--- config.mk ---
export PLATFORM = sky130hd
export DESIGN_NAME = cic_ports_device_flat
export DESIGN_NICKNAME = d
export VERILOG_FILES = /design/src/common/cic_pkg.sv /design/src/common/cic_stream_if.sv /design/src/verilog/cic_ports_device.sv /design/src/flat_wrapper.sv
export VERILOG_INCLUDE_DIRS = /design/src /design/src/common
export SDC_FILE = /design/constraint.sdc
export NUM_CORES = 1
export LEC_CHECK = 0
export ABC_AREA = 1
export BUFFER_PORTS_ARGS = -buffer_cell sky130_fd_sc_hd__buf_2
export CAP_MARGIN = 30
export CELL_PAD_IN_SITES_DETAIL_PLACEMENT = 1
export CELL_PAD_IN_SITES_GLOBAL_PLACEMENT = 2
export CORE_UTILIZATION = 35
export CTS_BUF_LIST = sky130_fd_sc_hd__clkbuf_16
export CTS_CLUSTER_SIZE = 8
export DETAILED_ROUTE_END_ITERATION = 8
export GPL_ROUTABILITY_DRIVEN = 0
export PLACE_DENSITY_LB_ADDON = 0.25
export SLEW_MARGIN = 20
export SYNTH_ARGS = -nofsm -noshare
export SYNTH_HDL_FRONTEND = slang
export SYNTH_HIERARCHICAL = 1
export SYNTH_SLANG_ARGS = --single-unit
--- constraint.sdc ---
create_clock -name clock -period 3.4 [get_ports clock]
set_input_delay 0.17 -clock clock [delete_from_list [all_inputs] [get_ports clock]]
set_output_delay 0.17 -clock clock [all_outputs]
set_load 0.01 [all_outputs]
--- src/common/cic_ports_params.svh ---
// Named constants shared by the filter stream ends and their buffer.
// Assumes inclusion by bare name from the package and the interface.
`ifndef CIC_PORTS_PARAMS_SVH
`define CIC_PORTS_PARAMS_SVH
`define BYTE_W 8
`define IN_W_DEF 18
`define MAX_RATE_DEF 8192
`define MIN_RATE_DEF 4
`define INIT_RATE_DEF 8
`define NCH_DEF 4
`define FIFO_DEPTH_DEF 16
`define READY_LAT_DEF 3
`define CLEAR_CYCLES_DEF 2
`endif

--- src/common/cic_pkg.sv ---
// Types and width helpers for the filter stream ends.
// Assumes the constants header is on the include path.
`include "cic_ports_params.svh"
package cic_pkg;
  // Rounds a field width up to the next byte boundary.
  function automatic int pad8(input int w);
    return ((w + `BYTE_W - 1) / `BYTE_W) * `BYTE_W;
  endfunction

  function automatic int chan_w(input int n);
    return (n > 1) ? $clog2(n) : 1;
  endfunction

  typedef enum logic [1:0] {
    CFG_IDLE = 2'h1,
    CFG_SEND = 2'h2
  } cfg_state_t;
endpackage

--- src/common/cic_stream_if.sv ---
// Stream channels between the filter and its upstream and downstream logic.
// Assumes both ends share one clock; the interface carries no clock itself.
`timescale 1ns/10ps
`default_nettype none
`include "cic_ports_params.svh"
interface cic_stream_if
  import cic_pkg::*;
#(
  parameter int IN_W = `IN_W_DEF,
  parameter int MAX_RATE = `MAX_RATE_DEF,
  parameter int NCH = `NCH_DEF
);
  localparam int RATE_W = $clog2(MAX_RATE + 1);
  localparam int CFG_PAD = pad8(RATE_W);
  localparam int IN_PAD = pad8(IN_W);
  localparam int OUT_PAD = pad8(IN_W + RATE_W);
  localparam int USER_W = pad8(chan_w(NCH)) + `BYTE_W;
  logic ce;
  logic clear_n;
  logic cfg_valid;
  logic cfg_ready;
  logic [CFG_PAD-1:0] cfg_data;
  logic din_valid;
  logic din_ready;
  logic [IN_PAD-1:0] din_data;
  logic din_last;
  logic dout_valid;
  logic dout_ready;
  logic [OUT_PAD-1:0] dout_data;
  logic [USER_W-1:0] dout_user;
  logic dout_last;
  logic evt_missing_last;
  logic evt_unexpected_last;
  logic evt_halted;

  modport device (
    input ce, clear_n, cfg_valid, cfg_data, din_valid, din_data, din_last, dout_ready,
    output cfg_ready, din_ready, dout_valid, dout_data, dout_user, dout_last,
    output evt_missing_last, evt_unexpected_last, evt_halted
  );
  modport source (
    output ce, clear_n, cfg_valid, cfg_data, din_valid, din_data, din_last, dout_ready,
    input cfg_ready, din_ready, dout_valid, dout_data, dout_user, dout_last,
    input evt_missing_last, evt_unexpected_last, evt_halted
  );
endinterface // cic_stream_if
`default_nettype wire

--- src/verilog/cic_ports_device.sv ---
// Filter end of the stream link: input buffer, per-channel decimating
// accumulator, rate channel and output stage with optional backpressure.
// Assumes one clock shared with the far end and inputs synchronous to it.
//
// Notes on behaviour
// - Transfer only when valid and ready high.
// - Sender drives valid, receiver drives ready.
// - Each channel has valid and data at least.
// - Sub-fields packed from bit zero upward.
// - Vectors padded to whole bytes.
// - Rate channel exists only in programmable builds; here fixed builds keep it, with cfg_ready held low.
// - Rate field starts at bit zero.
// - Padding above rate field ignored.
// - Rate ready only when a value fits.
// - Clear held low two cycles minimum.
// - Ready option adds three or more cycles.
// - Source may hold input valid high.
// - All data moves through stream channels.
// - Input samples two to thirty-two bits.
// - Output sample sign-extended to byte boundary.
// - Last flag marks final channel sample.
// - User carries channel number, then first flag.
`timescale 1ns/10ps
`default_nettype none
`include "cic_ports_params.svh"

// ----------------------------------------------------------------------
// Sample buffer
// ----------------------------------------------------------------------
module cic_sample_fifo
  import cic_pkg::*;
#(
  parameter int W = `IN_W_DEF + 1,
  parameter int DEPTH = `FIFO_DEPTH_DEF
) (
  input wire logic clock,
  input wire logic arst_n,
  input wire logic ce,
  input wire logic clear,
  input wire logic in_valid,
  output logic in_ready,
  input wire logic [W-1:0] in_data,
  output logic out_valid,
  input wire logic out_ready,
  output logic [W-1:0] out_data
);
  localparam int AW = $clog2(DEPTH);
  localparam int CW = $clog2(DEPTH + 1);

  typedef struct packed {
    logic [DEPTH-1:0][W-1:0] mem;
    logic [AW-1:0] wr;
    logic [AW-1:0] rd;
    logic [CW-1:0] cnt;
    logic ready;
    logic valid;
  } fifo_t;

  function automatic fifo_t fifo_init();
    fifo_t s;
    s = '0;
    s.ready = 1'h1;
    return s;
  endfunction

  function automatic logic [AW-1:0] step(input logic [AW-1:0] p);
    return (p == AW'(DEPTH - 1)) ? '0 : p + AW'(1);
  endfunction

  localparam fifo_t FIFO_RST = fifo_init();

  fifo_t q;
  fifo_t d;
  logic push;
  logic pop;

  always_comb begin
    d = q;
    push = in_valid && q.ready && ce;
    pop = out_ready && q.valid && ce;
    if (push) begin
      d.mem[q.wr] = in_data;
      d.wr = step(q.wr);
    end
    if (pop) begin
      d.rd = step(q.rd);
    end
    if (push && !pop) begin
      d.cnt = q.cnt + CW'(1);
    end else if (pop && !push) begin
      d.cnt = q.cnt - CW'(1);
    end
    // Flags are registered so the filling side sees ready straight from a flop.
    d.ready = (d.cnt != CW'(DEPTH));
    d.valid = (d.cnt != '0);
    if (clear) begin
      d = FIFO_RST;
    end
  end

  always_ff @(posedge clock or negedge arst_n) begin
    if (!arst_n) begin
      q <= FIFO_RST;
    end else begin
      q <= d;
    end
  end

  assign in_ready = q.ready;
  assign out_valid = q.valid;
  assign out_data = q.mem[q.rd];
endmodule // cic_sample_fifo

// ----------------------------------------------------------------------
// Filter stream end
// ----------------------------------------------------------------------
module cic_ports_device
  import cic_pkg::*;
#(
  parameter int IN_W = `IN_W_DEF,
  parameter int MAX_RATE = `MAX_RATE_DEF,
  parameter int MIN_RATE = `MIN_RATE_DEF,
  parameter int INIT_RATE = `INIT_RATE_DEF,
  parameter int NCH = `NCH_DEF,
  parameter int FIFO_DEPTH = `FIFO_DEPTH_DEF,
  parameter bit PROG_RATE = 1'b1,
  parameter bit HAS_DOUT_READY = 1'b1
) (
  input wire logic clock,
  input wire logic arst_n,
  cic_stream_if.device bus,
  output logic [$clog2(MAX_RATE + 1)-1:0] rate_now
);
  localparam int RATE_W = $clog2(MAX_RATE + 1);
  localparam int ACC_W = IN_W + RATE_W;
  localparam int CH_W = chan_w(NCH);
  localparam int CH_PAD = pad8(CH_W);
  localparam int OUT_PAD = pad8(ACC_W);
  localparam int LAT = `READY_LAT_DEF;

  // Channel flags travel with the beat so the stream outputs come straight from flops.
  typedef struct packed {
    logic [ACC_W-1:0] data;
    logic [CH_W-1:0] ch;
    logic first;
    logic last;
  } beat_t;

  typedef struct packed {
    logic [NCH-1:0][ACC_W-1:0] acc;
    logic [CH_W-1:0] ch;
    logic [RATE_W-1:0] phase;
    logic [RATE_W-1:0] rate;
    logic [RATE_W-1:0] rate_next;
    logic rate_pend;
    logic cfg_ready;
    beat_t [LAT-1:0] pipe;
    logic [LAT-1:0] pv;
    beat_t outb;
    logic ov;
    logic miss;
    logic unexp;
    logic halted;
  } state_t;

  function automatic state_t state_init();
    state_t s;
    s = '0;
    s.rate = RATE_W'(INIT_RATE);
    s.cfg_ready = PROG_RATE;
    return s;
  endfunction

  localparam state_t ST_RST = state_init();

  state_t q;
  state_t d;
  logic fifo_valid;
  logic [IN_W:0] fifo_data;
  logic stall;
  logic pop;
  logic emit;
  logic last_ch;
  logic [ACC_W-1:0] sum;
  logic [RATE_W-1:0] cfg_rate;

  // Padding bits of the input are dropped at the buffer, so they cost nothing.
  cic_sample_fifo #(
    .W(IN_W + 1),
    .DEPTH(FIFO_DEPTH)
  ) u_fifo (
    .clock(clock),
    .arst_n(arst_n),
    .ce(bus.ce),
    .clear(!bus.clear_n),
    .in_valid(bus.din_valid),
    .in_ready(bus.din_ready),
    .in_data({bus.din_last, bus.din_data[IN_W-1:0]}),
    .out_valid(fifo_valid),
    .out_ready(pop),
    .out_data(fifo_data)
  );

  always_comb begin
    d = q;
    d.miss = 1'h0;
    d.unexp = 1'h0;
    stall = HAS_DOUT_READY && q.ov && !bus.dout_ready;
    pop = fifo_valid && !stall && bus.ce;
    last_ch = (q.ch == CH_W'(NCH - 1));
    emit = (q.phase == q.rate - RATE_W'(1));
    sum = q.acc[q.ch] + ACC_W'(signed'(fifo_data[IN_W-1:0]));
    cfg_rate = bus.cfg_data[RATE_W-1:0];
    if (cfg_rate < RATE_W'(MIN_RATE)) begin
      cfg_rate = RATE_W'(MIN_RATE);
    end else if (cfg_rate > RATE_W'(MAX_RATE)) begin
      cfg_rate = RATE_W'(MAX_RATE);
    end
    if (bus.ce) begin
      d.halted = stall;
      if (pop) begin
        d.acc[q.ch] = emit ? '0 : sum;
        d.miss = last_ch && !fifo_data[IN_W];
        d.unexp = !last_ch && fifo_data[IN_W];
        if (last_ch) begin
          d.ch = '0;
          if (emit) begin
            d.phase = '0;
            // A new rate only takes hold between decimation periods.
            if (q.rate_pend) begin
              d.rate = q.rate_next;
              d.rate_pend = 1'h0;
            end
          end else begin
            d.phase = q.phase + RATE_W'(1);
          end
        end else begin
          d.ch = q.ch + CH_W'(1);
        end
      end
      if (HAS_DOUT_READY) begin
        // Extra stages give a variable latency that is at least LAT cycles longer.
        if (!stall) begin
          d.pipe[0] = '{data: sum, ch: q.ch, first: q.ch == '0, last: last_ch};
          d.pv[0] = pop && emit;
          for (int i = 1; i < LAT; i++) begin
            d.pipe[i] = q.pipe[i-1];
            d.pv[i] = q.pv[i-1];
          end
          d.ov = q.pv[LAT-1];
          d.outb = q.pipe[LAT-1];
        end
      end else begin
        d.ov = pop && emit;
        if (pop && emit) begin
          d.outb = '{data: sum, ch: q.ch, first: q.ch == '0, last: last_ch};
        end
      end
      if (PROG_RATE && bus.cfg_valid && q.cfg_ready) begin
        d.rate_next = cfg_rate;
        d.rate_pend = 1'h1;
      end
      d.cfg_ready = PROG_RATE && !d.rate_pend;
    end
    if (!bus.clear_n) begin
      d = ST_RST;
    end
  end

  always_ff @(posedge clock or negedge arst_n) begin
    if (!arst_n) begin
      q <= ST_RST;
    end else begin
      q <= d;
    end
  end

  // ----------------------------------------------------------------------
  // Stream outputs
  // ----------------------------------------------------------------------
  assign bus.cfg_ready = q.cfg_ready;
  assign bus.dout_valid = q.ov;
  assign bus.dout_data = OUT_PAD'(signed'(q.outb.data));
  assign bus.dout_user = {7'h00, q.outb.first, CH_PAD'(q.outb.ch)};
  assign bus.dout_last = q.outb.last;
  assign bus.evt_missing_last = q.miss;
  assign bus.evt_unexpected_last = q.unexp;
  assign bus.evt_halted = q.halted;
  assign rate_now = q.rate;
endmodule // cic_ports_device
`default_nettype wire

--- src/flat_wrapper.sv ---
// flat-port wrapper written by rule: the top's interface ports become plain ports
module cic_ports_device_flat import cic_pkg::*;
#(
  parameter int IN_W = `IN_W_DEF,
  parameter int MAX_RATE = `MAX_RATE_DEF,
  parameter int MIN_RATE = `MIN_RATE_DEF,
  parameter int INIT_RATE = `INIT_RATE_DEF,
  parameter int NCH = `NCH_DEF,
  parameter int FIFO_DEPTH = `FIFO_DEPTH_DEF,
  parameter bit PROG_RATE = 1'b1,
  parameter bit HAS_DOUT_READY = 1'b1
)
  (clock, arst_n, rate_now, bus_ce, bus_clear_n, bus_cfg_valid, bus_cfg_data, bus_din_valid, bus_din_data, bus_din_last, bus_dout_ready, bus_cfg_ready, bus_din_ready, bus_dout_valid, bus_dout_data, bus_dout_user, bus_dout_last, bus_evt_missing_last, bus_evt_unexpected_last, bus_evt_halted);
  cic_stream_if #(.IN_W(IN_W), .MAX_RATE(MAX_RATE), .NCH(NCH)) bus_i ();
  input wire logic clock;
  input wire logic arst_n;
  output logic [$clog2(MAX_RATE + 1)-1:0] rate_now;
  input wire logic [$bits(bus_i.ce)-1:0] bus_ce;
  input wire logic [$bits(bus_i.clear_n)-1:0] bus_clear_n;
  input wire logic [$bits(bus_i.cfg_valid)-1:0] bus_cfg_valid;
  input wire logic [$bits(bus_i.cfg_data)-1:0] bus_cfg_data;
  input wire logic [$bits(bus_i.din_valid)-1:0] bus_din_valid;
  input wire logic [$bits(bus_i.din_data)-1:0] bus_din_data;
  input wire logic [$bits(bus_i.din_last)-1:0] bus_din_last;
  input wire logic [$bits(bus_i.dout_ready)-1:0] bus_dout_ready;
  output wire logic [$bits(bus_i.cfg_ready)-1:0] bus_cfg_ready;
  output wire logic [$bits(bus_i.din_ready)-1:0] bus_din_ready;
  output wire logic [$bits(bus_i.dout_valid)-1:0] bus_dout_valid;
  output wire logic [$bits(bus_i.dout_data)-1:0] bus_dout_data;
  output wire logic [$bits(bus_i.dout_user)-1:0] bus_dout_user;
  output wire logic [$bits(bus_i.dout_last)-1:0] bus_dout_last;
  output wire logic [$bits(bus_i.evt_missing_last)-1:0] bus_evt_missing_last;
  output wire logic [$bits(bus_i.evt_unexpected_last)-1:0] bus_evt_unexpected_last;
  output wire logic [$bits(bus_i.evt_halted)-1:0] bus_evt_halted;
  assign bus_i.ce = bus_ce;
  assign bus_i.clear_n = bus_clear_n;
  assign bus_i.cfg_valid = bus_cfg_valid;
  assign bus_i.cfg_data = bus_cfg_data;
  assign bus_i.din_valid = bus_din_valid;
  assign bus_i.din_data = bus_din_data;
  assign bus_i.din_last = bus_din_last;
  assign bus_i.dout_ready = bus_dout_ready;
  assign bus_cfg_ready = bus_i.cfg_ready;
  assign bus_din_ready = bus_i.din_ready;
  assign bus_dout_valid = bus_i.dout_valid;
  assign bus_dout_data = bus_i.dout_data;
  assign bus_dout_user = bus_i.dout_user;
  assign bus_dout_last = bus_i.dout_last;
  assign bus_evt_missing_last = bus_i.evt_missing_last;
  assign bus_evt_unexpected_last = bus_i.evt_unexpected_last;
  assign bus_evt_halted = bus_i.evt_halted;
  cic_ports_device #(.IN_W(IN_W), .MAX_RATE(MAX_RATE), .MIN_RATE(MIN_RATE), .INIT_RATE(INIT_RATE), .NCH(NCH), .FIFO_DEPTH(FIFO_DEPTH), .PROG_RATE(PROG_RATE), .HAS_DOUT_READY(HAS_DOUT_READY)) u_core (.clock(clock), .arst_n(arst_n), .bus(bus_i), .rate_now(rate_now));
endmodule
# Yosys cells after proc, flatten, opt, wreduce, memory -nomap -nowiden
# Index checks and enable logic that the tools add are counted.
[totals] reg_bits=644 input_bits=48 output_inout_bits=69
[op_classes] n_addsub=8 magnitude_cmp=7 eq_ne=14 n_mux=35 n_reduce_logical=29
[op_table] operator="two-way mux 325 bit" n=2
[op_table] operator="two-way mux 319 bit" n=1
[op_table] operator="two-way mux 308 bit" n=1
[op_table] operator="bitwise mux 304 bit" n=1
[op_table] operator="two-way mux 158 bit" n=1
[op_table] operator="two-way mux 148 bit" n=1
[op_table] operator="bitwise mux 128 bit" n=1
[op_table] operator="two-way mux 32 bit" n=3
[op_table] operator="binary-select mux 19 bit (select 4 bit)" n=1
[op_table] operator="demux 19 bit (select 4 bit)" n=1
[op_table] operator="two-way mux 14 bit" n=5
[op_table] operator="binary-select mux 32 bit (select 2 bit)" n=1
[op_table] operator="demux 32 bit (select 2 bit)" n=1
[op_table] operator="two-way mux 19 bit" n=2
[op_table] operator="adder 32 bit" n=1
[op_table] operator="two-way mux 15 bit" n=2
[op_table] operator="two-way mux 28 bit" n=1
[op_table] operator="logical AND 1 bit" n=15
[op_table] operator="adder 14 x 1 -> 14 bit (second input constant)" n=1
[op_table] operator="== test 14 bit" n=1
[op_table] operator="> comparator 14 bit (second input constant)" n=1
[op_table] operator="less-than comparator 14 x 3 -> 1 bit (second input constant)" n=1
[op_table] operator="inequality test 2 x 1 -> 1 bit (second input constant)" n=7
[op_table] operator="subtractor 14 x 1 -> 14 bit (second input constant)" n=1
[op_table] operator="22 further kinds" n=40

# Depth between registers and ports, before layout
[depth] ltp_word=12 mapped_depth=24 mapped_depth_nobuf=22

# Cells and area by module
# Netlist, hierarchy kept.
[by_module_without_submodules] module="cic_ports_device" n_inst=1 cells_each=1977 area_per_inst_um2=16259.3
[by_module_without_submodules] module="cic_sample_fifo" n_inst=1 cells_each=1700 area_per_inst_um2=14751.6

# Worst setup path after synthesis
# Ideal clock, no wire load.
[synth_path] path_kind="register to register" startpoint="reg u_core/q[195] (netlist name)" endpoint="reg u_core/q[249] (netlist name)" setup_time_ps=83 t_arrival_ps=3199 setup_slack_ps=118 stages_incl_launch_ff=23 n_path_buf=3 path_cell_list="dfrtp_1 clkbuf_1 inv_1 clkbuf_1 clkbuf_1 nor2_1 o22ai_1 ha_1 inv_1 fa_1 inv_1 nand3_1 nand2_1 a21oi_1 o21ai_0 nand2_1 nand2_1 nand2_1 nand2_1 nand2_1 nand2_1 nand2_1 o21ai_0"
[synth_between] elab_chain_len=8 elab_cells_between_ends=13 classes_between="add/sub (1); order compare (2); mux (9); reduce/logical (1)"
[synth_lines] item="start, declared" line_no="cic_ports_device.sv:176" rtl="state_t q;"
[synth_lines] item="start signal, assigned" line_no="cic_ports_device.sv:272" rtl="q <= ST_RST;"
[synth_lines] item="start signal, assigned" line_no="cic_ports_device.sv:274" rtl="q <= d;"
[synth_lines] item="binary-select mux 32 bit (select 2 bit), or another cell as far along" line_no="cic_ports_device.sv:212" rtl="sum = q.acc[q.ch] + ACC_W'(signed'(fifo_data[IN_W-1:0]));"
[synth_lines] item="two-way mux 32 bit (not written as such) / logical AND 1 bit (equally long branches)" line_no="cic_ports_device.sv:212, cic_ports_device.sv:222"
[synth_lines] item="adder 32 bit / two-way mux 32 bit (equally long branches)" line_no="cic_ports_device.sv:212, cic_ports_device.sv:222"
[synth_lines] item="two-way mux 32 bit / demux 32 bit (select 2 bit) (equally long branches)"
[synth_lines] item="bitwise mux 128 bit *" line_no="cic_ports_device.sv:222" rtl="d.acc[q.ch] = emit ? '0 : sum;"
[synth_lines] item="two-way mux 158 bit *" line_no="cic_ports_device.sv:221" rtl="if (pop) begin"
[synth_lines] item="two-way mux 325 bit *" line_no="cic_ports_device.sv:219" rtl="if (bus.ce) begin"
[synth_lines] item="two-way mux 325 bit *" line_no="cic_ports_device.sv:265" rtl="if (!bus.clear_n) begin"
# Mark *: on every way between the ends. The rest lies on a longest branch, timed or not. The select of a mux whose other input is x is not followed.
# A chain may end at the register's enable or synchronous reset.

# Final worst setup path
[layout_path] startpoint="reg u_core/u_fifo/q[7] (netlist name)" endpoint="reg u_core/q[77] (netlist name)"
[layout_between] elab_chain_len=6
[layout_lines] item="start, declared" line_no="cic_ports_device.sv:72" rtl="fifo_t q;"
[layout_lines] item="start signal, assigned" line_no="cic_ports_device.sv:103" rtl="q <= FIFO_RST;"
[layout_lines] item="start signal, assigned" line_no="cic_ports_device.sv:105" rtl="q <= d;"
[layout_lines] item="binary-select mux 19 bit (select 4 bit)" line_no="cic_ports_device.sv:111" rtl="assign out_data = q.mem[q.rd];"
[layout_lines] item="two-way mux 19 bit (not written as such)" line_no="cic_ports_device.sv:111"
[layout_lines] item="via u_core.fifo_data[15]" line_no="cic_ports_device.sv:179" rtl="logic [IN_W:0] fifo_data;"
[layout_lines] item="adder 32 bit" line_no="cic_ports_device.sv:212"
[layout_lines] item="two-way mux 148 bit" line_no="cic_ports_device.sv:243" rtl="if (!stall) begin"
[layout_lines] item="two-way mux 325 bit" line_no="cic_ports_device.sv:219"
[layout_lines] item="two-way mux 325 bit" line_no="cic_ports_device.sv:265"
# The timed path passes the listed nets, and every way through them passes these cells. The select of a mux whose other input is x is not followed.

==> metrics.txt <==
status=finished, final reports clean; Synth area leader=dfrtp_1; CP startpoint=u_core/u_fifo/q[7]; Synth Flop Type=dfrtp_1; DR WL/cell=~22 um; worst r2r path cells=18; most common cell after layout, fill and taps aside=dfrtp_1; Leak=~17 nW; Final setup viols=0; syn avg cell area=roughly 8.4 sq um; TritonCTS Buffers=91; CTS tree=done; CP Depth=18; CP startpoint kind=flip-flop; core area=87300 sq um; Skew-Pair Late Insertion Delay=660 ps; share of post-route cells with drive strength above 1=a little under a fifth; max_slew headroom=34.3%; CP Capture Point=u_core/q[77]; DPL Wire Length=70800 um; Hold/Removal Path Class=input port to flip-flop; global-route wire length before repair=169000 um; initial drt markers=1976; Hold Vio Cnt, Final=0; Overflow after GRT=0; delay-heaviest family, CP=buffers and inverters; flop-to-flop setup slack=30 ps; clock skew=33.1 ps; initial antenna violation count=0; Max Slew Vio Count=0; slowest stage delay, CP=570 ps; FP Rows=108; WP data required=3900 ps; Post-DRT Antenna Nets=0; Distinct cells, synth=47; Max clock buf depth=3; Crit path arrival time=roughly 3900 ps; max_cap viols=0; Tmin final=3370 ps; drc violations=0; drt first pass iters=5; PortBufs=95; die area=89800 sq um; Ant. Diodes=0; most used cell, CP=buf_4; Syn Inst Count=3677; FMAX=297 MHz; Die Wd=300 um; PD cells=513 nW/um^2; TritonCTS Sinks=644; GRT Total Usage=24.0%; Ys Warns=6; Area contributors post-synth=dfrtp_1 (52%), o21ai_0 (8.8%), nand2_1 (7.2%), nand3_1 (5.6%), o22ai_1 (5.5%); H-tree levels=3; overall routed net length=about 110000 um; CP bufs+invs=5; CP endpoint kind=flip-flop; vias post-DR=27000; Die Height=about 300 um; Setup CP Type=flip-flop to flip-flop; critical register-to-register path startpoint=u_core/u_fifo/q[7]; Worst-path clk slew=50 ps; area occupied by multi-input gates=13300 sq um; largest net degree at the start of global routing=just under 100; storage element area=16100 sq um; slowest cell on the critical path=dfrtp_4; Least-Margin Pin Slew=983 ps; worst vdd rail ir drop=approximately 0.00034 V; Hold WS=36.7 ps; Design Area, Final=38300 sq um; P&R area growth vs syn=23.5%; Seq/Total Area, Yosys=52.0%; Starting Density=35.5%; Placement Cell Area=33800 sq um; I/O pins=117; critical path fanouts, max=11; #FFs+latches synth=644; R2R Path End=u_core/q[77]; unrepaired setup endpoints after global routing=true; FILL cells=10200; nets=between 3000 and 4000; Avg Vias per Cell=5.33; Mapped Area=31000 sq um; final worst-path cycle share=99.1%; Post-synth ARST share=100%; Root Driver=clkbuf_16; crit-path cells=buf_12, clkbuf_16, o211ai_1, nand3_1, nand3_2, nand3_4, ha_4, a21oi_2, buf_4, o21a_1, o21ai_1, buf_4, a21oi_1, nand2_1, xor2_1, buf_4, nand2_1, o21ai_0; Yosys top cell area share=51.7%; most frequent cells in the layout=dfrtp_1 (638), nand2_1 (548), o21ai_0 (467); Post-synth EDFFs=0; vias in the first global route=28200
==> power breakdown <==
| group | internal (mW) | switching [mW] | total (mW) |
|---|---|---|---|
| logic | 1.21 | 2.11 | 3.33 |
| registers | 7.84 | 0.0902 | 7.93 |
| clock network | 4.96 | 3.42 | 8.37 |
| total | 14.0 | 5.62 | 19.6 |
==> final cells by class <==
class | instances | area share, %
Sequential cell | 644 | 42.1
Multi-Input combinational cell | 2354 | 34.8
Timing Repair Buffer | 386 | 8.78
Clock buffer | 94 | 6.14
Inverter | 387 | 3.86
Tap cell | 1155 | 3.77
Clock inverter | 37 | 0.536
Timing Repair inverter | 1 | 0.0294
==> logic make-up (layout without fill, tap and decap cells) <==
kind of cell    after synthesis  in the layout  share of synthesized area, %
simple gates               1189           1189                          16.6
compound gates             1061           1061                          18.5
buf+inv                     691            905                          9.70
flops                       644            644                          52.0
xor+xnor                     46             46                          1.30
fa+ha+maj                    45             45                          1.84
other cells                   1             13                        0.0121
==> routing by layer <==
metal / GRT usage, % / routed length (um) / part of all wire [%]
met1: 35.0 / 53200 / 49
met2: 37.8 / 50100 / 46
met3: 2.67 / 3690 / 3.4
met4: 6.44 / 2140 / 2.0
met5: 0 / 0 / 0
==> timing repair <==
| action | in CTS | in global routing |
|---|---|---|
| hold buffers | 18 | 0 |
| buffers inserted | 2 | 13 |
| setup endpoints to repair | 125 | 128 |
| gates cloned | 0 | 9 |
| pin swaps | 10 | 40 |
| resized for setup | 103 | 257 |
| hold endpoints to repair | 96 | 0 |
==> through the flow <==
stage | total power [mW] | instances | TNS [ps] | worst slack [ps] | util (%)
6_report | 19.6 | 5058 | 0 | 29.9 | 43.9
5_1_grt | 20.5 | 5058 | -2060 | -138 | 43.9
4_1_cts | 19.6 | 5036 | 0 | 2.24 | 42.4
3_5_place_dp | 10.9 | 4885 | -23260 | -347 | 38.7
3_3_place_gp | 10.8 | 4882 | -18320 | -331 | 38.6
2_1_floorplan | 9.47 | 3689 | 0 | 118 | -
==> registers in the layout (all words and copies together), names as in the netlist, 3 cells and up <==
| register | flops |
|---|---|
| u_core/u_fifo/q | 317 |
| u_core/q | 270 |
| u_core/bus.dout_data | 32 |
| u_core/rate_now | 14 |
| u_core/bus.dout_user | 3 |
==> how the worst min path moves through the flow <==
| stage | endpoint | from | cells after the start | slack, ps |
|---|---|---|---|---|
| 2_1_floorplan | u_core/bus.dout_data[0] | arst_n | 0 | -130 |
| 3_3_place_gp | u_core/u_fifo/q[109] | arst_n | 1 | 220 |
| 3_5_place_dp | u_core/u_fifo/q[109] | arst_n | 1 | 220 |
| 4_1_cts | u_core/u_fifo/q[12] | bus_din_valid | 5 | 20 |
| 5_1_grt | u_core/q[152] | bus_clear_n | 4 | 70 |
| 6_report | u_core/u_fifo/q[14] | bus_din_valid | 5 | 40 |
==> tightest hold or removal path, stage by stage <==
cell     delay [ps]
buf_2           120
nand3_2         140
nor3_1           80
inv_1            50
o22ai_1          60
==> cell usage after synthesis (23+ instances only) <==
cell and count:
a21oi_1 185, buf_4 72, ha_1 44, xor2_1 32, nand3_1 349, dfrtp_1 641
nor3_1 23, o21ai_0 546, nor2_1 165, clkbuf_1 136, buf_2 73, o22ai_1 271
o21ai_1 27, nand2_1 593, inv_1 379
(Power assumes the default switching activity.)
